--- src/pkg/rcc_pkg.sv ---
package rcc_pkg;

  // ------------------------------------------------------------
  // Register map (byte offsets, one 32-bit word each)
  // ------------------------------------------------------------
  localparam int ADDR_W = 4;
  localparam logic [ADDR_W-1:0] OFF_CTRL  = 4'h0;
  localparam logic [ADDR_W-1:0] OFF_STAT  = 4'h4;
  localparam logic [ADDR_W-1:0] OFF_EVENT = 4'h8;
  localparam logic [ADDR_W-1:0] OFF_MASK  = 4'hc;

  // ------------------------------------------------------------
  // Field positions
  // ------------------------------------------------------------
  localparam int CTRL_POLY  = 0;
  localparam int CTRL_RXEN  = 1;
  localparam int STAT_RESOK = 16;
  localparam int STAT_ACT   = 17;
  localparam int EV_PASS    = 0;
  localparam int EV_FAIL    = 1;
  localparam int EV_W       = 2;

  // ------------------------------------------------------------
  // Check register
  // ------------------------------------------------------------
  localparam int CRC_W = 16;
  localparam int TAP16_LO = 2;
  localparam int TAP16_HI = 15;
  localparam int TAPCC_LO = 5;
  localparam int TAPCC_HI = 12;
  // Octal 016417, logical value of a good bit-oriented frame
  localparam logic [CRC_W-1:0] SDLC_RESIDUE = 16'h1d0f;
  // Logical clear values per mode
  localparam logic [CRC_W-1:0] CLR_SDLC  = 16'hffff;
  localparam logic [CRC_W-1:0] CLR_DDCMP = 16'h0000;

  // ------------------------------------------------------------
  // Values after reset
  // ------------------------------------------------------------
  localparam logic [1:0]      CTRL_RST  = 2'h0;
  localparam logic [EV_W-1:0] MASK_RST  = 2'h0;
  localparam logic [31:0]     RDATA_RST = 32'h0000_0000;

endpackage

--- src/hw/rcc_event_bank.sv ---
`timescale 1ns/100ps
module rcc_event_bank (
  // Clock, reset, enable
  input  wire logic                     clk,
  input  wire logic                     rst,
  input  wire logic                     ce,
  // Events and software access
  input  wire logic [rcc_pkg::EV_W-1:0] evIn,
  input  wire logic                     clrWe,
  input  wire logic                     maskWe,
  input  wire logic [rcc_pkg::EV_W-1:0] wdata,
  // State
  output logic      [rcc_pkg::EV_W-1:0] status,
  output logic      [rcc_pkg::EV_W-1:0] mask,
  output logic                          irq
);
  import rcc_pkg::*;

  typedef struct packed {
    logic [EV_W-1:0] status;
    logic [EV_W-1:0] mask;
    logic            irq;
  } rcc_bank_s;

  rcc_bank_s s;
  rcc_bank_s next_s;

  always_comb begin
    next_s = s;
    // A new event wins over a write-one clear in the same cycle
    next_s.status = (s.status & ~(clrWe ? wdata : '0)) | evIn;
    if (maskWe) begin
      next_s.mask = wdata;
    end
    next_s.irq = |(next_s.status & next_s.mask);
  end

  always_ff @(posedge clk) begin
    if (rst) begin
      s <= '{status: '0, mask: MASK_RST, irq: 1'b0};
    end else if (ce) begin
      s <= next_s;
    end
  end

  assign status = s.status;
  assign mask   = s.mask;
  assign irq    = s.irq;

endmodule

--- config.mk ---
export PLATFORM = sky130hd
export DESIGN_NAME = rcc_event_bank
export DESIGN_NICKNAME = d
export VERILOG_FILES = /design/src/pkg/rcc_pkg.sv /design/src/hw/rcc_event_bank.sv
export SDC_FILE = /design/constraint.sdc
export NUM_CORES = 1
export LEC_CHECK = 0
export BUFFER_PORTS_ARGS = -buffer_cell sky130_fd_sc_hd__clkbuf_2
export CAP_MARGIN = 20
export CORE_AREA = 3 3 40 42
export DETAILED_ROUTE_END_ITERATION = 10
export DIE_AREA = 0 0 43 45
export GPL_ROUTABILITY_DRIVEN = 0
export HOLD_SLACK_MARGIN = 0.06
export SLEW_MARGIN = 20
export SYNTH_ARGS = -nofsm -noshare
export SYNTH_HDL_FRONTEND = slang
export SYNTH_SLANG_ARGS = --single-unit
--- constraint.sdc ---
create_clock -name clk -period 0.9 [get_ports clk]
set_input_delay 0.18 -clock clk [delete_from_list [all_inputs] [get_ports clk]]
set_output_delay 0.18 -clock clk [all_outputs]
set_load 0.01 [all_outputs]
==> results.md <==
Placement:
- After legalization and detailed placement, the total HPWL measured 482 µm.
- Buffers placed on the I/O ports in this run total 13.

Clock network:
- The hold buffer count at cts is 0.
- After clock tree synthesis, the clock-pin slew on the worst setup and hold paths is 0.04 ns.
- The number of clock buffers added by TritonCTS is 3.
- The H-tree depth is 1.
- TritonCTS built the clock tree.
- The maximum root-to-sink buffer count is 2.
- The later pin in the worst-skew pair is clocked with a latency of 0.24 ns.
- The number of setup buffers added after CTS is 0.
- The clock drives 5 sinks.
- Clock tree synthesis selected as its root buffer the cell sky130_fd_sc_hd__clkbuf_4.

Pwr:
- IR analysis of the VDD net gives a maximum drop of 0.531 mV.
- The combinational group share of total power is 0.199.
- Of the total power, registers draw 0.389.
- The leakage power summed over all cells is approximately 0.18 nW.
- The power density over the cells is 1610 nW/µm².
- The analysis attributes to net switching a power of 170 µW.
- Cell internal power was estimated by the tool at 480 µW.
- The power share of the clock group is 0.412.
- The switching fraction of total power is 0.261.
- The design draws 650 µW.

Global route:
- The wire length of the first global-routing pass is 1010 µm.
- The total congestion overflow is 0.
- The initial antenna violation count is 0.
- Entering global routing, the biggest net connects 10 pins.
- The total routing usage reported by global routing is 0.0759.
- The via count of the first global-routing pass was between 200 and 250.

Detailed routing:
- The detailed router placed between 200 and 300 vias in this run.
- The residual DRC count is 0.
- In the final routed layout, each cell accounts on average for 11.0 µm.
- After detailed routing, the number of vias per cell comes to around 4.4.
- In this run, the number of DRC markers left after iteration 0 of detailed routing was 3.
- Once detail routing completed, the nets flagged for antenna violations numbered 0.
- The length of the first detailed-routing pass in iterations is 4.
- The final routed wirelength across all metal layers is between 600 and 700 µm.

Finish:
- The number of antenna diodes in the final layout is 0.
- The net count reported at finish is 55.
- The library cell used most frequently in the layout, excluding fill and tap cells, is sky130_fd_sc_hd__clkbuf_2.
- The area overhead of the layout relative to synthesis is 71.8%.
- In the final layout, the share of cells above drive strength 1 is 0.600.
- The top cell types in the final layout, fill and taps aside, are sky130_fd_sc_hd__clkbuf_2 (8), sky130_fd_sc_hd__nor2_1 (5), sky130_fd_sc_hd__dfxtp_2 (5), sky130_fd_sc_hd__buf_6 (5), sky130_fd_sc_hd__clkbuf_4 (3).

Synthesis:
- In this run the cell area of the synthesized design comes to between 200 and 250 µm².
- The share of the yosys chip area belonging to registers is 0.426.
- The number of different library cells in the post-synthesis netlist is 16.
- The number of nets in the synthesized netlist is 36.
- The Yosys step of the flow raised 0 warnings.
- In this run the mean area of a mapped cell was roughly 8.7 µm².
- Synthesis produced 27 cells.
- The number of register bits inferred by synthesis is 5.

STA:
- For the final routed database, the setup TNS stands at -0.0504 ns.
- The time the final worst path needs with I/O delays and setup is 0.950 ns.
- Setup slack on the critical path of the routed design comes to -0.0504 ns.
- Setup repair after global routing could not meet its margin everywhere.
- Dividing the final minimum period by the clock period gives 1.06.
- For the pin with the worst max-slew slack, the measured transition is approximately 0.19 ns.
- The final-report hold violation count was 0.
- Setup violations remaining at the end of the flow were counted as 1.
- In this run the tightest slew margin relative to its limit is 0.870.
- The number of slew-limit violations in the final report is 0.
- The highest attainable clock frequency is 1050 MHz.
- The worst clock skew on the final layout is 0.00356 ns.

Worst hold path:
- The kind of path behind the tightest hold check is in2reg.

Die:
- The number of top-level pins is 14.
- The floorplan step defined a core boundary enclosing approximately 1300 µm².
- The floorplan row count is 13.
- The height of the die is 45 µm.
- The die covers 1940 µm².
- The initial utilization of the core area, before any placement, comes to 0.183.
- The horizontal die dimension is 43 µm.

Worst setup path:
- Across all register-to-register paths, the minimum setup slack is around 0.020 ns.
- The required time of the worst setup path is 0.72 ns.
- The peak fanout along the critical path is 2.
- The critical setup path kind is reg2out.
- STA classifies the critical path endpoint as an output pin.
- The kind of start point of the critical path is a flop.
- The arrival time at the worst endpoint is 0.77 ns.

Job:
- Max-cap violations in this run came to 0.

Status:
- The run finished, with violations left.
- The checks that failed: setup timing.
-- state kept, by name (all words and copies together) (netlist names) --
| register | cells |
|---|---|
| mask | 2 |
| status | 2 |
| irq | 1 |
-- metal layers --
metal  wire, µm  up-vias  share of wire  GRT usage
li1           -      136              -          -
met1        302      119           0.46     0.0847
met2        308        7           0.47     0.0988
met3         49        0          0.074     0.0319
met4          0        0              0     0.0904
met5          0        -              0          0
-- layout make-up --
cell class | count | area, µm²
multi-input cells | 21 | 144
well taps | 15 | 18.8
flip-flops and latches | 5 | 106
clock buffers | 4 | 26.3
fillers | 144 | 881
repair buffers | 15 | 109
-- path summary, 6_finish.rpt --
check	startpoint	cells after the start	to
worst min-delay path	rst	2	irq
worst max register to register	status[1]	3	irq
worst min register to register	mask[1]	2	mask[1]
worst max-delay path	status[1]	2	status[1]
-- cell usage after synthesis --
library cell	n	share of area
sky130_fd_sc_hd__a21boi_0	2	0.064
sky130_fd_sc_hd__nand2_1	2	0.032
sky130_fd_sc_hd__a21oi_1	1	0.021
sky130_fd_sc_hd__nor2_1	5	0.080
sky130_fd_sc_hd__o2bb2ai_1	1	0.037
sky130_fd_sc_hd__nand3_1	2	0.043
sky130_fd_sc_hd__buf_2	1	0.021
sky130_fd_sc_hd__nor3_1	1	0.021
sky130_fd_sc_hd__a211oi_1	1	0.032
sky130_fd_sc_hd__nand2b_1	1	0.027
sky130_fd_sc_hd__dfxtp_1	5	0.43
sky130_fd_sc_hd__o221ai_1	1	0.037
sky130_fd_sc_hd__a22oi_1	1	0.032
sky130_fd_sc_hd__mux2i_1	1	0.043
sky130_fd_sc_hd__a211oi_2	1	0.053
sky130_fd_sc_hd__or2b_1	1	0.032
-- timing repair --
action                                  CTS  global route
resized for setup                         4            13
pin swaps                                 0             2
endpoints found under the setup margin    4             6
-- kinds of logic after synthesis --
group	count (synthesis)	share of synthesized area
muxes	1	0.0426
DFF	5	0.426
buffers and inverters	1	0.0213
and+or+nand+nor	12	0.234
AOI/OAI and AO/OA	8	0.277
-- worst max-delay path: stages (launching register included) --
cell	delay, ns
sky130_fd_sc_hd__dfxtp_2	0.31
sky130_fd_sc_hd__buf_6	0.11
sky130_fd_sc_hd__buf_6	0.11
-- through the flow --
step,cells,util,setup WS [ns],cell area [µm²],hold WS [ns]
after CTS,60,0.286,-0.0669,368,0.167
after floorplan,27,-,0.0113,240,0.245
after global placement,57,0.266,-0.0154,342,0.433
after global routing,60,0.315,-0.0781,404,0.171
final,60,0.315,-0.0504,404,0.178
after detailed placement,57,0.266,-0.0305,342,0.432
-- power groups by stage --
stage	sequential (mW)	combinational [mW]	clock (mW)
detailed placement	0.251	0.114	0
global route	0.254	0.141	0.304
global placement	0.250	0.113	0
floorplan	0.259	0.0469	0
CTS	0.250	0.112	0.284
finish	0.253	0.129	0.268
Power figures use the tool's default switching activity.
